<file path="src/frr_defines.svh">
`ifndef FRR_DEFINES_SVH
`define FRR_DEFINES_SVH

// CRC generator, preset and good-frame residue
`define FRR_CRC_POLY 32'h04C11DB7
`define FRR_CRC_PRESET 32'hFFFFFFFF
`define FRR_CRC_RESIDUE 32'hC704DD7B
// CRC characters per frame, also the depth of the cut-through delay line
`define FRR_CRC_BYTES 3'h4

// Control character layout and codes
`define FRR_TYPE_HI 3
`define FRR_TYPE_LO 2
`define FRR_SUB_HI 1
`define FRR_TYPE_APP 2'h0
`define FRR_TYPE_RSV 2'h1
`define FRR_TYPE_PRIV 2'h2
`define FRR_TYPE_CTRL 2'h3
`define FRR_RST_LINK 2'h0
`define FRR_RST_RSV 2'h2

// Path and channel byte layout
`define FRR_EXT_BIT 7
`define FRR_IDX_HI 6
`define FRR_ADDR_LOCAL 8'h00
`define FRR_ADDR_BAD 8'h80
`define FRR_PATH_MAX 3'h4
`define FRR_CHAN_MAX 2'h2

// Field length limits; counter limit includes the four CRC characters
`define FRR_DATA_MAX 8'h80
`define FRR_CMSG_MAX 8'h20
`define FRR_CNT_LIMIT 8'h84
`define FRR_ALIGN_MASK 8'h07

`endif

</file>
<file path="src/frr_pkg.sv">
`default_nettype none
package frr_pkg;

  typedef enum logic [1:0] {
    FRR_K_DATA = 2'h0,
    FRR_K_FLAG = 2'h1,
    FRR_K_ABORT = 2'h2,
    FRR_K_SPECIAL = 2'h3
  } frr_kind_e;

  typedef struct packed {
    frr_kind_e kind;
    logic [7:0] data;
  } frr_char_s;

  typedef enum logic [2:0] {
    FRR_P_IDLE = 3'h0,
    FRR_P_STATUS = 3'h1,
    FRR_P_PATH = 3'h2,
    FRR_P_CHAN = 3'h3,
    FRR_P_DATA = 3'h4,
    FRR_P_DISCARD = 3'h5
  } frr_pst_e;

  typedef enum logic [2:0] {
    FRR_T_NONE = 3'h0,
    FRR_T_CRC0 = 3'h1,
    FRR_T_CRC1 = 3'h2,
    FRR_T_CRC2 = 3'h3,
    FRR_T_CRC3 = 3'h4,
    FRR_T_FLAG = 3'h5,
    FRR_T_ABORT = 3'h6,
    FRR_T_AFLAG = 3'h7
  } frr_tst_e;

  typedef enum logic [1:0] {
    FRR_ERP_NONE = 2'h0,
    FRR_ERP_CRC = 2'h1,
    FRR_ERP_REJECT = 2'h2
  } frr_erp_e;

  typedef struct packed {
    logic [1:0] frame_type;
    logic [1:0] sub_type;
    logic [7:0] status;
    logic [13:0] channel;
    logic ctl_msg;
    logic [7:0] data_len;
    logic len_aligned;
  } frr_hdr_s;

endpackage
`default_nettype wire

</file>
<file path="src/frr_crc32.sv">
`include "frr_defines.svh"
`default_nettype none
module frr_crc32
(
  input wire logic clk_sys, // Character clock
  input wire logic rst_n, // Synchronised reset, active low
  input wire logic preset, // Load all ones
  input wire logic step, // Fold in one character
  input wire logic [7:0] din, // Character folded in
  output logic [31:0] crc // Running remainder
);
  import frr_pkg::*;

  // One character, most significant bit first
  function automatic logic [31:0] crc_byte(input logic [31:0] c, input logic [7:0] d);
    logic [31:0] r;
    r = c;
    for (int i = 7; i >= 0; i--)
    begin
      if (r[31] ^ d[i])
        r = {r[30:0], 1'b0} ^ `FRR_CRC_POLY;
      else
        r = {r[30:0], 1'b0};
    end
    return r;
  endfunction

  always_ff @(posedge clk_sys or negedge rst_n)
  begin
    if (!rst_n)
      crc <= `FRR_CRC_PRESET;
    else if (preset)
      crc <= `FRR_CRC_PRESET;
    else if (step)
      crc <= crc_byte(crc, din);
  end

endmodule
`default_nettype wire

</file>
<file path="src/frr_router.sv">
`include "frr_defines.svh"
`default_nettype none
// How it works
// - Link reset carries status; other resets carry path
// - Address field holds path then channel parts
// - Extend bit chains bytes; clear ends each part
// - Low seven bits are an unsigned hop index
// - Forwarding decrements the first path byte
// - Path up to four, channel up to two; longer paths are not rejected
// - Channel number from one or two bytes
// - Channel zero carries control messages
// - Data field follows the parsed address
// - Data field holds zero to 128 characters
// - Non-final data frames are multiples of eight; not rejected, only flagged in len_aligned
// - Control message data at most 32 bytes
// - Last four data characters are the CRC
// - Fields trusted only after the CRC checks
// - Forwarded frames get a freshly computed CRC
// - Degree 32 generator polynomial, modulo two
// - Preset ones, send complemented remainder
// - Wrong residue triggers link recovery, CRC code
// - Cut-through unless outbound busy or waiting
// - Five characters latency; FLAG before CRC out
// - Bad forwarded frame ends with ABORT then FLAG
// - Invalid path triggers link recovery, reject code
// - Control character type in bits three, two
module frr_router
(
  input wire logic clk_sys, // 20 MHz character clock
  input wire logic rstn, // Port reset, active low
  input wire logic in_valid, // Inbound character present
  input wire frr_pkg::frr_char_s in_char, // Inbound character
  output logic in_ready, // Inbound character taken when valid
  input wire logic out_busy, // Outbound port sending its own frame
  input wire logic ready_wait_flag, // Outbound port waiting for receiver ready
  output logic out_valid, // Outbound character present
  output frr_pkg::frr_char_s out_char, // Outbound character
  output logic loc_valid, // Local data character present
  output logic [7:0] loc_data, // Local data character
  output logic loc_ok, // Local frame good, header valid
  output frr_pkg::frr_hdr_s loc_hdr, // Local frame header
  output logic erp_req, // Link recovery request pulse
  output frr_pkg::frr_erp_e erp_code // Link recovery error code
);
  import frr_pkg::*;

  logic rst_sync_q;
  logic rst_n;
  frr_pst_e pst;
  frr_tst_e tst;
  frr_tst_e next_tst;
  logic [7:0] dl_data [4];
  logic [3:0] dl_tag;
  logic [2:0] dl_cnt;
  logic [2:0] next_cnt;
  logic fwd;
  logic local_acc;
  logic go;
  logic sent;
  logic rej;
  logic ovf;
  logic in_aborted;
  logic is_addr;
  logic path_first;
  logic [1:0] ftype;
  logic [1:0] sub;
  logic [7:0] status;
  logic [2:0] path_cnt;
  logic [1:0] chan_cnt;
  logic [6:0] chan_b [2];
  logic [7:0] data_cnt;
  logic [31:0] rx_crc;
  logic [31:0] tx_crc;
  logic acc;
  logic acc_data;
  logic acc_flag;
  logic acc_abort;
  logic blocked;
  logic push;
  logic pop;
  logic ovf_now;
  logic start_go;
  logic crc_good;
  logic end_frame;
  logic fwd_abort;
  logic short_frame;
  logic loc_reject;
  logic next_in_ready;
  logic next_out_valid;
  frr_char_s next_out_char;
  logic [7:0] push_byte;
  logic [7:0] data_len;
  logic [13:0] chan_num;
  logic [7:0] d;

  ////////////////////////////////////////////////////////////////////////////
  // Reset release
  always_ff @(posedge clk_sys or negedge rstn)
  begin
    if (!rstn)
    begin
      rst_sync_q <= 1'b0;
      rst_n <= 1'b0;
    end
    else
    begin
      rst_sync_q <= 1'b1;
      rst_n <= rst_sync_q;
    end
  end

  ////////////////////////////////////////////////////////////////////////////
  // Character decode
  assign d = in_char.data;
  assign acc = in_valid && in_ready;
  assign acc_data = acc && (in_char.kind == FRR_K_DATA);
  assign acc_flag = acc && (in_char.kind == FRR_K_FLAG);
  assign acc_abort = acc && (in_char.kind == FRR_K_ABORT);
  assign blocked = out_busy || ready_wait_flag;
  assign end_frame = acc_flag && (pst != FRR_P_IDLE);
  assign crc_good = (rx_crc == `FRR_CRC_RESIDUE);
  assign ovf_now = acc_data && (pst == FRR_P_DATA) && (data_cnt == `FRR_CNT_LIMIT);
  assign push = acc_data && (pst != FRR_P_DISCARD) && !ovf_now;
  assign pop = push && (dl_cnt == `FRR_CRC_BYTES);
  assign start_go = fwd && !go && (dl_cnt == `FRR_CRC_BYTES) && !blocked && (pst != FRR_P_DISCARD);
  assign fwd_abort = fwd && sent && (pst != FRR_P_DISCARD) &&
                     (acc_abort || ovf_now || (acc_flag && !crc_good));
  assign push_byte = (pst == FRR_P_PATH && path_first && d[`FRR_IDX_HI:0] != 7'h00) ?
                     {d[`FRR_EXT_BIT], d[`FRR_IDX_HI:0] - 7'h01} : d;
  assign data_len = data_cnt - 8'(`FRR_CRC_BYTES);
  assign chan_num = (chan_cnt == `FRR_CHAN_MAX) ? {chan_b[0], chan_b[1]} : {7'h00, chan_b[0]};
  assign short_frame = (pst != FRR_P_DATA) || (data_cnt < 8'(`FRR_CRC_BYTES));

  always_comb
  begin
    loc_reject = rej || ovf || short_frame || (ftype == `FRR_TYPE_RSV);
    if (ftype == `FRR_TYPE_CTRL)
      loc_reject = loc_reject || (sub == `FRR_RST_RSV) || (data_len != 8'h00);
    else
      loc_reject = loc_reject || (data_len > `FRR_DATA_MAX) ||
                   (chan_num == 14'h0000 && data_len > `FRR_CMSG_MAX);
  end

  ////////////////////////////////////////////////////////////////////////////
  // Field parser
  always_ff @(posedge clk_sys or negedge rst_n)
  begin
    if (!rst_n)
    begin
      pst <= FRR_P_IDLE;
      chan_b[0] <= 7'h00;
      chan_b[1] <= 7'h00;
      ftype <= 2'h0;
      sub <= 2'h0;
      status <= 8'h00;
      is_addr <= 1'b0;
      path_first <= 1'b0;
      path_cnt <= 3'h0;
      chan_cnt <= 2'h0;
      data_cnt <= 8'h00;
      fwd <= 1'b0;
      local_acc <= 1'b0;
      rej <= 1'b0;
      ovf <= 1'b0;
      in_aborted <= 1'b0;
    end
    else if (acc_flag)
    begin
      pst <= FRR_P_IDLE;
      path_cnt <= 3'h0;
      chan_cnt <= 2'h0;
      data_cnt <= 8'h00;
      fwd <= 1'b0;
      local_acc <= 1'b0;
      rej <= 1'b0;
      ovf <= 1'b0;
      in_aborted <= 1'b0;
    end
    else if (acc_abort)
    begin
      pst <= FRR_P_DISCARD;
      in_aborted <= 1'b1;
    end
    else if (acc_data)
    begin
      case (pst)
        FRR_P_IDLE:
        begin
          ftype <= d[`FRR_TYPE_HI:`FRR_TYPE_LO];
          sub <= d[`FRR_SUB_HI:0];
          is_addr <= (d[`FRR_TYPE_HI:`FRR_TYPE_LO] != `FRR_TYPE_CTRL);
          path_first <= 1'b1;
          if (d[`FRR_TYPE_HI:`FRR_TYPE_LO] == `FRR_TYPE_CTRL && d[`FRR_SUB_HI:0] == `FRR_RST_LINK)
            pst <= FRR_P_STATUS;
          else
            pst <= FRR_P_PATH;
        end
        FRR_P_STATUS:
        begin
          status <= d;
          local_acc <= 1'b1;
          pst <= FRR_P_DATA;
        end
        FRR_P_PATH:
        begin
          path_first <= 1'b0;
          if (path_cnt != `FRR_PATH_MAX)
            path_cnt <= path_cnt + 3'h1;
          if (path_first)
          begin
            if (d == `FRR_ADDR_LOCAL)
              local_acc <= 1'b1;
            else if (d == `FRR_ADDR_BAD)
              rej <= 1'b1;
            else
              fwd <= 1'b1;
          end
          if (!d[`FRR_EXT_BIT])
            pst <= is_addr ? FRR_P_CHAN : FRR_P_DATA;
        end
        FRR_P_CHAN:
        begin
          if (chan_cnt != `FRR_CHAN_MAX)
            chan_cnt <= chan_cnt + 2'h1;
          if (chan_cnt == 2'h0)
          begin
            chan_b[0] <= d[`FRR_IDX_HI:0];
            if (d == `FRR_ADDR_BAD)
              rej <= 1'b1;
          end
          else
          begin
            chan_b[1] <= d[`FRR_IDX_HI:0];
            if (d[`FRR_EXT_BIT])
              rej <= 1'b1;
          end
          if (!d[`FRR_EXT_BIT] || chan_cnt != 2'h0)
            pst <= FRR_P_DATA;
        end
        FRR_P_DATA:
        begin
          if (ovf_now)
          begin
            ovf <= 1'b1;
            pst <= FRR_P_DISCARD;
          end
          else
            data_cnt <= data_cnt + 8'h01;
        end
        default:
        begin
        end
      endcase
    end
  end

  ////////////////////////////////////////////////////////////////////////////
  // Delay line holding the last four data characters
  always_comb
  begin
    if (acc_flag || acc_abort || ovf_now)
      next_cnt = 3'h0;
    else if (push && dl_cnt != `FRR_CRC_BYTES)
      next_cnt = dl_cnt + 3'h1;
    else
      next_cnt = dl_cnt;
  end

  always_ff @(posedge clk_sys or negedge rst_n)
  begin
    if (!rst_n)
    begin
      dl_cnt <= 3'h0;
      dl_tag <= 4'h0;
    end
    else
    begin
      dl_cnt <= next_cnt;
      if (push)
        dl_tag <= {pst == FRR_P_DATA, dl_tag[3:1]};
    end
  end

  for (genvar i = 0; i < 3; i++)
  begin : g_slot
    always_ff @(posedge clk_sys or negedge rst_n)
    begin
      if (!rst_n)
        dl_data[i] <= 8'h00;
      else if (push)
        dl_data[i] <= dl_data[i + 1];
    end
  end

  // Reset keeps idle out_char and loc_data at zero instead of unknown
  always_ff @(posedge clk_sys or negedge rst_n)
  begin
    if (!rst_n)
      dl_data[3] <= 8'h00;
    else if (push)
      dl_data[3] <= push_byte;
  end

  ////////////////////////////////////////////////////////////////////////////
  // Cut-through forwarding and trailer
  always_ff @(posedge clk_sys or negedge rst_n)
  begin
    if (!rst_n)
    begin
      go <= 1'b0;
      sent <= 1'b0;
    end
    else if (acc_flag || acc_abort || ovf_now)
    begin
      go <= 1'b0;
      sent <= 1'b0;
    end
    else
    begin
      if (start_go)
        go <= 1'b1;
      if (pop && go)
        sent <= 1'b1;
    end
  end

  always_comb
  begin
    case (tst)
      FRR_T_NONE:
      begin
        if (fwd_abort)
          next_tst = FRR_T_ABORT;
        else if (acc_flag && fwd && sent)
          next_tst = FRR_T_CRC0;
        else
          next_tst = FRR_T_NONE;
      end
      FRR_T_CRC0: next_tst = FRR_T_CRC1;
      FRR_T_CRC1: next_tst = FRR_T_CRC2;
      FRR_T_CRC2: next_tst = FRR_T_CRC3;
      FRR_T_CRC3: next_tst = FRR_T_FLAG;
      FRR_T_ABORT: next_tst = FRR_T_AFLAG;
      default: next_tst = FRR_T_NONE;
    endcase
  end

  always_comb
  begin
    next_out_valid = 1'b1;
    next_out_char = '{kind: FRR_K_DATA, data: 8'h00};
    case (tst)
      FRR_T_CRC0: next_out_char.data = ~tx_crc[31:24];
      FRR_T_CRC1: next_out_char.data = ~tx_crc[23:16];
      FRR_T_CRC2: next_out_char.data = ~tx_crc[15:8];
      FRR_T_CRC3: next_out_char.data = ~tx_crc[7:0];
      FRR_T_FLAG: next_out_char.kind = FRR_K_FLAG;
      FRR_T_AFLAG: next_out_char.kind = FRR_K_FLAG;
      FRR_T_ABORT: next_out_char.kind = FRR_K_ABORT;
      default:
      begin
        next_out_valid = pop && fwd && go;
        next_out_char.data = dl_data[0];
      end
    endcase
  end

  // Input stalls during the trailer and while a frame waits for the outbound port
  assign next_in_ready = (next_tst == FRR_T_NONE) &&
                         !(fwd && !(go || start_go) && next_cnt == `FRR_CRC_BYTES && pst != FRR_P_DISCARD);

  always_ff @(posedge clk_sys or negedge rst_n)
  begin
    if (!rst_n)
    begin
      tst <= FRR_T_NONE;
      in_ready <= 1'b0;
      out_valid <= 1'b0;
      out_char <= '{kind: FRR_K_DATA, data: 8'h00};
    end
    else
    begin
      tst <= next_tst;
      in_ready <= next_in_ready;
      out_valid <= next_out_valid;
      out_char <= next_out_char;
    end
  end

  frr_crc32 u_rx_crc (
    .clk_sys(clk_sys),
    .rst_n(rst_n),
    .preset(acc_flag),
    .step(acc_data),
    .din(d),
    .crc(rx_crc)
  );

  frr_crc32 u_tx_crc (
    .clk_sys(clk_sys),
    .rst_n(rst_n),
    .preset(start_go),
    .step(pop && fwd && go),
    .din(dl_data[0]),
    .crc(tx_crc)
  );

  ////////////////////////////////////////////////////////////////////////////
  // Local delivery and error report
  always_ff @(posedge clk_sys or negedge rst_n)
  begin
    if (!rst_n)
    begin
      loc_valid <= 1'b0;
      loc_data <= 8'h00;
      loc_ok <= 1'b0;
      loc_hdr <= '0;
      erp_req <= 1'b0;
      erp_code <= FRR_ERP_NONE;
    end
    else
    begin
      loc_valid <= pop && local_acc && dl_tag[0];
      loc_data <= dl_data[0];
      loc_ok <= 1'b0;
      erp_req <= 1'b0;
      if (end_frame && !in_aborted)
      begin
        if (!crc_good)
        begin
          erp_req <= 1'b1;
          erp_code <= FRR_ERP_CRC;
        end
        else if (!fwd && loc_reject)
        begin
          erp_req <= 1'b1;
          erp_code <= FRR_ERP_REJECT;
        end
        else if (local_acc)
        begin
          loc_ok <= 1'b1;
          loc_hdr.frame_type <= ftype;
          loc_hdr.sub_type <= sub;
          loc_hdr.status <= status;
          loc_hdr.channel <= chan_num;
          loc_hdr.ctl_msg <= (ftype != `FRR_TYPE_CTRL) && (chan_num == 14'h0000);
          loc_hdr.data_len <= data_len;
          loc_hdr.len_aligned <= (data_len & `FRR_ALIGN_MASK) == 8'h00;
        end
      end
    end
  end
endmodule
`default_nettype wire

</file>
<file path="config.mk">
export PLATFORM = sky130hd
export DESIGN_NAME = frr_router
export DESIGN_NICKNAME = d
export VERILOG_FILES = /design/src/frr_pkg.sv /design/src/frr_crc32.sv /design/src/frr_router.sv
export VERILOG_INCLUDE_DIRS = /design/src
export SDC_FILE = /design/constraint.sdc
export NUM_CORES = 1
export LEC_CHECK = 0
export ABC_AREA = 0
export BUFFER_PORTS_ARGS = -buffer_cell sky130_fd_sc_hd__buf_2
export CAP_MARGIN = 20
export CORE_ASPECT_RATIO = 1.1
export CORE_MARGIN = 1.5
export CORE_UTILIZATION = 50
export DETAILED_ROUTE_END_ITERATION = 8
export GPL_TIMING_DRIVEN = 0
export PLACE_DENSITY = 0.68
export SETUP_SLACK_MARGIN = 0.2
export SLEW_MARGIN = 25
export SYNTH_ARGS = -nofsm -noshare
export SYNTH_HDL_FRONTEND = slang
export SYNTH_SLANG_ARGS = --single-unit
export TNS_END_PERCENT = 10
</file>
<file path="constraint.sdc">
create_clock -name clk_sys -period 8.9 [get_ports clk_sys]
set_input_delay 0 -clock clk_sys [delete_from_list [all_inputs] [get_ports clk_sys]]
set_output_delay 0 -clock clk_sys [all_outputs]
set_load 0.005 [all_outputs]
</file>
==> impl_metrics.env, run 1 <==
export IMPL_status="completed"
export IMPL_final_nets=1192
export IMPL_fillers=1820
export IMPL_globalRouteMet2Util=0.390
export IMPL_leakagePower_nw=5.60
export IMPL_rsz0062_at_grt="no"
export IMPL_cts_tree="done"
export IMPL_area_sequential_um2=5510
export IMPL_reg2reg_slack_ns=5.56
export IMPL_vias=7970
export IMPL_clock_fmax_mhz=300
export IMPL_fin_skew_ns=0.0186
export IMPL_layout_min_cycle_time_ns=3.34
export IMPL_wl_per_cell_um=17.3
export IMPL_core_area_um2=20800
export IMPL_relSlewSlack=0.341
export IMPL_crit_start="data_cnt[6]"
export IMPL_synth_cells=1056
export IMPL_num_rows=55
export IMPL_numPortBuffers=71
export IMPL_clockRootBuffer="clkbuf_16"
export IMPL_multi_input_area_um2=4840
export IMPL_track_usage=0.236
export IMPL_crit_arrival_ns=3.77
export IMPL_diodes=0
export IMPL_viasPerCell=5.42
export IMPL_grt_pass1_vias=8072
export IMPL_r2r_start="data_cnt[6]"
export IMPL_cp_end_kind="flip-flop"
export IMPL_routabilityCongestion=0.885
export IMPL_synth_warnings=0
export IMPL_clkLatencyLatePin_ns=0.52
export IMPL_use_met1=0.319
export IMPL_critical_path_endpoint="u_tx_crc.crc[30]"
export IMPL_htree_num_levels=1
export IMPL_final_hold_viol_count=0
export IMPL_antenna_found_initial=0
export IMPL_cp_data_required_time_ns=9.33
export IMPL_synth_compound_area_frac=0.102
export IMPL_synth_edf_count=0
export IMPL_grt_max_degree=54
export IMPL_die_area_um2=22200
export IMPL_ys_seq_area_frac=0.516
export IMPL_r2r_end="u_tx_crc.crc[30]"
export IMPL_dp_hpwl_um=17800
export IMPL_die_y_um=156
export IMPL_timing_hold_ws_ns=0.0158
export IMPL_io_pin_count=76
export IMPL_rr_worst_depth=10
export IMPL_powerDensity_nw_per_um2=351
export IMPL_syn_to_final_growth_pct=16.4
export IMPL_firstDrtPassIters=5
export IMPL_yosys_most_used_dff="dfrtp_1"
export IMPL_synth_area_mux_share=0.0589
export IMPL_cts_sinks=217
export IMPL_worstHoldPathType="in2reg"
export IMPL_post_cts_setup_buffer_count=0
export IMPL_synth_top_family_by_area="simple AND/OR/NAND/NOR gates"
export IMPL_path_class="reg2reg"
export IMPL_clk_pin_slew_ns=0.06
export IMPL_drv_cap=0
export IMPL_top_usage_layer="met2"
export IMPL_tightestPinTransition_ns=0.982
export IMPL_setup_worst_path_start_class="flip-flop"
export IMPL_synth_adder_area_share=0.0117
export IMPL_initial_core_util=0.514
export IMPL_drc_errors=0
export IMPL_clockBufferDepth=3
export IMPL_numCtsBuffers=24
export IMPL_ys_ff_latch=217
export IMPL_yosys_area_share_simple=0.151
export IMPL_grt_overflow=0
export IMPL_netlist_area_um2=10700
export IMPL_drive_gt1_frac=0.193
export IMPL_slew_viol_final=0
export IMPL_ir_drop_uv=261
export IMPL_synth_xor_area_frac=0.130
export IMPL_synth_cell_types=62
export IMPL_syn_num_nets=1081
export IMPL_fp_dieW_um=142
export IMPL_finalSetupViolCount=0
export IMPL_synth_avg_cell_area_um2=10.1
export IMPL_grt_pass1_wl_um=41800
export IMPL_setup_tns_ns=0
export IMPL_use_met3=0.0410
export IMPL_cp_max_fo=10
export IMPL_drt_iter0_markers=473
export IMPL_fin_crit_sh=0.375
export IMPL_ant_nets=0
export IMPL_async_flop_share=1.00
export IMPL_routed_wl_um=25400
[power by group]
| part | internal (W) | switching (W) |
|---|---|---|
| Combinational | 0.000822 | 0.000985 |
| Clock | 0.000628 | 0.000395 |
| Sequential | 0.00130 | 0.000221 |
[cells by family (layout without fill, tap and decap cells)]
logic type,after synthesis,count (layout)
flip-flops,217,217
AND/OR/NAND/NOR,345,345
XOR/XNOR,158,158
buffers and inverters,82,211
multiplexers,54,54
AO/OA/AOI/OAI,189,189
adder cells (fa/ha/maj),10,10
other,1,1
[per-stage QoR]
stage	util	cells	setup slack [ns]	power, W	cell area (um^2)
floorplan	-	1056	2.52	0.00290	10700
global placement	0.548	1412	0.00367	0.00329	11400
detailed placement	0.553	1416	5.72	0.00332	11500
CTS	0.598	1470	5.66	0.00437	12400
global route	0.598	1470	5.41	0.00464	12400
finish	0.598	1470	5.56	0.00435	12400
[synth_stat cells (9+ instances only)]
| cell type | number | area share |
|---|---|---|
| mux2_2 | 28 | 0.030 |
| xnor2_1 | 117 | 0.096 |
| inv_1 | 24 | 0.0084 |
| o22ai_1 | 10 | 0.0059 |
| dfstp_2 | 64 | 0.16 |
| nand2_1 | 153 | 0.054 |
| a21oi_1 | 78 | 0.037 |
| o21ai_0 | 49 | 0.023 |
| a31oi_1 | 9 | 0.0053 |
| ha_1 | 10 | 0.012 |
| nand3_1 | 12 | 0.0056 |
| o22a_1 | 9 | 0.0074 |
| nor2_1 | 72 | 0.025 |
| nor3_1 | 38 | 0.018 |
| dfrtp_1 | 153 | 0.36 |
| clkbuf_1 | 47 | 0.017 |
| mux2_4 | 10 | 0.014 |
| mux2i_1 | 14 | 0.013 |
| xor2_1 | 41 | 0.034 |
[how the worst min path moves through the flow]
| stage | from | cells past startpoint | slack, ns | to |
|---|---|---|---|---|
| after floorplan | rstn | 0 | -0.30 | rst_n |
| after global routing | in_valid | 4 | 0.05 | u_rx_crc.crc[12] |
| final | in_valid | 4 | 0.02 | u_rx_crc.crc[12] |
| after CTS | in_valid | 4 | 0.005 | u_rx_crc.crc[12] |
| after global placement | rstn | 1 | -0.21 | rst_sync_q |
| after detailed placement | rstn | 1 | -0.21 | rst_sync_q |
[flip-flops by register name, summed over array words and instances, names as in the netlist, 4 cells and up]
| register | flops |
|---|---|
| dl_data | 32 |
| data_cnt | 8 |
| loc_hdr | 36 |
| loc_data | 8 |
| chan_b | 14 |
| dl_tag | 4 |
| u_tx_crc.crc | 32 |
| out_char | 10 |
| status | 8 |
| u_rx_crc.crc | 32 |
[final cells by class]
cell class / count / share of cell area
Multi-Input combinational cell: 757 / 0.390
Buffer: 58 / 0.0184
Timing Repair Buffer: 85 / 0.0449
Clock buffer: 36 / 0.0593
Tap cell: 285 / 0.0287
Inverter: 24 / 0.00725
Sequential cell: 217 / 0.444
Clock inverter: 8 / 0.00755
[cells in the final DEF (no fill, tap or decap), drive strengths merged, types with 14 or more instances in the layout]
cell and instances:
nand2 153, dfrtp 153, xnor2 117, buf 86, clkbuf 83, a21oi 79, nor2 72, dfstp 64
o21ai 56, xor2 41, mux2 40, nor3 38, inv 24, mux2i 14
[per-layer routing]
metal / share of wire / vias up
met1: 0.45 / 3879
met2: 0.47 / 224
met5: 0 / -
met4: 0.022 / 0
li1: - / 3814
met3: 0.054 / 53
[critical path: stages, from the launching register on]
cell,delay (ns)
dfrtp_1,0.32
clkbuf_1,0.38
and3b_1,0.28
and3_1,0.25
nor2_1,0.16
o21a_1,0.26
and4_1,0.28
clkbuf_1,0.50
buf_1,0.54
nor3_1,0.10
a21oi_1,0.15
[what timing repair did]
action / 4_1_cts / 5_1_grt
hold endpoints to repair: 23 / 0
hold buffers: 10 / 0
resized for setup: 0 / 0
(Power assumes the default switching activity.)
==> run 2, diff against run 1 <==
Clock period 8.9 ns to 3.2 ns, I/O delays scaled along.
==> run 2 against run 1 <==
  * Flip-flop and latch count stayed put
  * Non-clock buffer count is 2 higher
  * Global-route usage grew 0.20 points
  * Maximum frequency grew 14%
  * First-iteration DRC count down 12%
  * Wire length up 0.68%
  * Die area is the same
  * Register-to-register slack lost 5.3 ns
  * Setup slack worse by 5.3 ns
  * Cell count increased by 0.20%
  * Power rose to 2.8 times the previous value
  * Critical path depth decreased by 2
  * Largest cell class unchanged
==> impl_metrics.env, run 2 (synthesis gave the netlist of run 1 again) <==
export IMPL_status="completed"
export IMPL_post_route_util=0.604
export IMPL_critPathMaxStageDelay_ns=0.63
export IMPL_ir_drop_uv=789
export IMPL_slew_viol_final=0
export IMPL_rr_worst_depth=8
export IMPL_io_pin_count=76
export IMPL_numCtsBuffers=25
export IMPL_fillers=1834
export IMPL_viasPerCell=5.39
export IMPL_wl_per_cell_um=17.3
export IMPL_ant_nets=0
export IMPL_dp_hpwl_um=17900
export IMPL_stdcell_count=1473
export IMPL_path_class="reg2reg"
export IMPL_crit_family="compound AO/OA/AOI/OAI gates"
export IMPL_largest_register="loc_hdr"
export IMPL_clock_fmax_mhz=341
export IMPL_final_cell_mix="nand2_1, dfrtp_1, xnor2_1, a21oi_1, buf_2"
export IMPL_clk_pin_slew_ns=0.06
export IMPL_clkLatencyLatePin_ns=0.52
export IMPL_cp_num_cells=8
export IMPL_initial_core_util=0.514
export IMPL_timing_hold_ws_ns=0.0417
export IMPL_clockBufferDepth=3
export IMPL_finalSetupViolCount=0
export IMPL_track_usage=0.238
export IMPL_cts_tree="done"
export IMPL_setup_tns_ns=0
export IMPL_multi_input_area_um2=4860
export IMPL_fin_skew_ns=0.00923
export IMPL_tightestPinTransition_ns=1.00
export IMPL_fp_dieW_um=142
export IMPL_area_sequential_um2=5520
export IMPL_path_cells="buf_6 -> or3b_4 -> or4_4 -> a21oi_4 -> o211ai_1 -> a2111o_2 -> clkbuf_16 -> mux2_4"
export IMPL_cp_data_required_time_ns=3.60
export IMPL_drv_cap=0
export IMPL_pwr_share_comb=0.410
export IMPL_syn_to_final_growth_pct=17.6
export IMPL_leakagePower_nw=5.67
export IMPL_die_area_um2=22200
export IMPL_numPortBuffers=71
export IMPL_internal_power_w=0.00784
export IMPL_final_nets=1195
export IMPL_slowest_stage="a2111o_2"
export IMPL_drc_errors=0
export IMPL_relSlewSlack=0.325
export IMPL_drt_iter0_markers=414
export IMPL_p_clk_frac=0.245
export IMPL_layout_min_cycle_time_ns=2.93
export IMPL_grt_pass1_wl_um=41900
export IMPL_cp_max_fo=8
export IMPL_grt_pass1_vias=8047
export IMPL_htree_num_levels=1
export IMPL_fin_crit_sh=0.917
export IMPL_core_area_um2=20800
export IMPL_grt_overflow=0
export IMPL_routabilityCongestion=0.909
export IMPL_cp_end_kind="flip-flop"
export IMPL_routed_wl_um=25600
export IMPL_placed_cells=1416
export IMPL_layout_commonest_cell="nand2_1"
export IMPL_worstHoldPathType="in2reg"
export IMPL_antenna_found_initial=0
export IMPL_crit_arrival_ns=3.33
export IMPL_drive_gt1_frac=0.209
export IMPL_final_hold_viol_count=0
export IMPL_switching_power_w=0.00444
export IMPL_grt_max_degree=55
export IMPL_cts_sinks=217
export IMPL_powerDensity_nw_per_um2=978
export IMPL_diodes=0
export IMPL_rsz0062_at_grt="yes"
export IMPL_switching_share=0.362
export IMPL_vias=7943
export IMPL_setup_worst_path_start_class="flip-flop"
export IMPL_seq_power_share=0.344
export IMPL_worstHoldPathCells=2
export IMPL_firstDrtPassIters=5
export IMPL_die_y_um=156
export IMPL_crit_buf_inv=2
export IMPL_clockRootBuffer="clkbuf_16"
export IMPL_largest_reg_flops=36
export IMPL_num_rows=55
==> run 2: final timing paths <==
kind                                    endpoint        from  slack, ns
min in group asynchronous              status[3]       rst_n       0.24
max in group asynchronous       u_tx_crc.crc[27]       rst_n       2.02
worst max-delay path                 loc_hdr[25]      pst[0]       0.27
worst min register to register         status[3]       rst_n       0.24
worst min-delay path                     is_addr  in_char[2]       0.04
worst max register to register       loc_hdr[25]      pst[0]       0.27
==> run 2: power by group through the flow <==
stage               Sequential [W]  Clock [W]  Combinational [W]
floorplan                  0.00411          0            0.00394
global placement           0.00429          0            0.00484
detailed placement         0.00426          0            0.00496
CTS                        0.00422    0.00307            0.00502
global route               0.00433    0.00318            0.00553
finish                     0.00423    0.00301            0.00503
==> run 2: layout make-up <==
class | count | area share
Tap cell | 285 | 0.0284
Clock buffer | 36 | 0.0587
Buffer | 58 | 0.0204
Multi-Input combinational cell | 757 | 0.387
Timing Repair Buffer | 87 | 0.0469
Inverter | 24 | 0.00718
Sequential cell | 217 | 0.439
Clock inverter | 9 | 0.0116
==> run 2: per-stage QoR <==
stage          total power, W  instance area [um^2]  setup WS (ns)
6_report               0.0123                 12600          0.267
5_1_grt                0.0130                 12600          0.177
4_1_cts                0.0123                 12500          0.243
3_5_place_dp          0.00922                 11500        -0.0414
3_3_place_gp          0.00912                 11400         0.0174
2_1_floorplan         0.00806                 10700          0.551
==> run 2: timing repair <==
action	CTS	global route
gates resized for setup	4	25
setup endpoints to repair	28	56
gates cloned	0	1
endpoints found under the hold margin	21	0
hold buffers	9	0
pin swaps	0	3
setup buffers	0	2
==> run 2: per-layer routing <==
metal / GRT usage / vias to the layer above / share of wire
li1: - / 3835 / -
met1: 0.330 / 3878 / 0.46
met2: 0.389 / 189 / 0.48
met3: 0.0370 / 41 / 0.045
met4: 0.0633 / 0 / 0.019
met5: 0 / - / 0
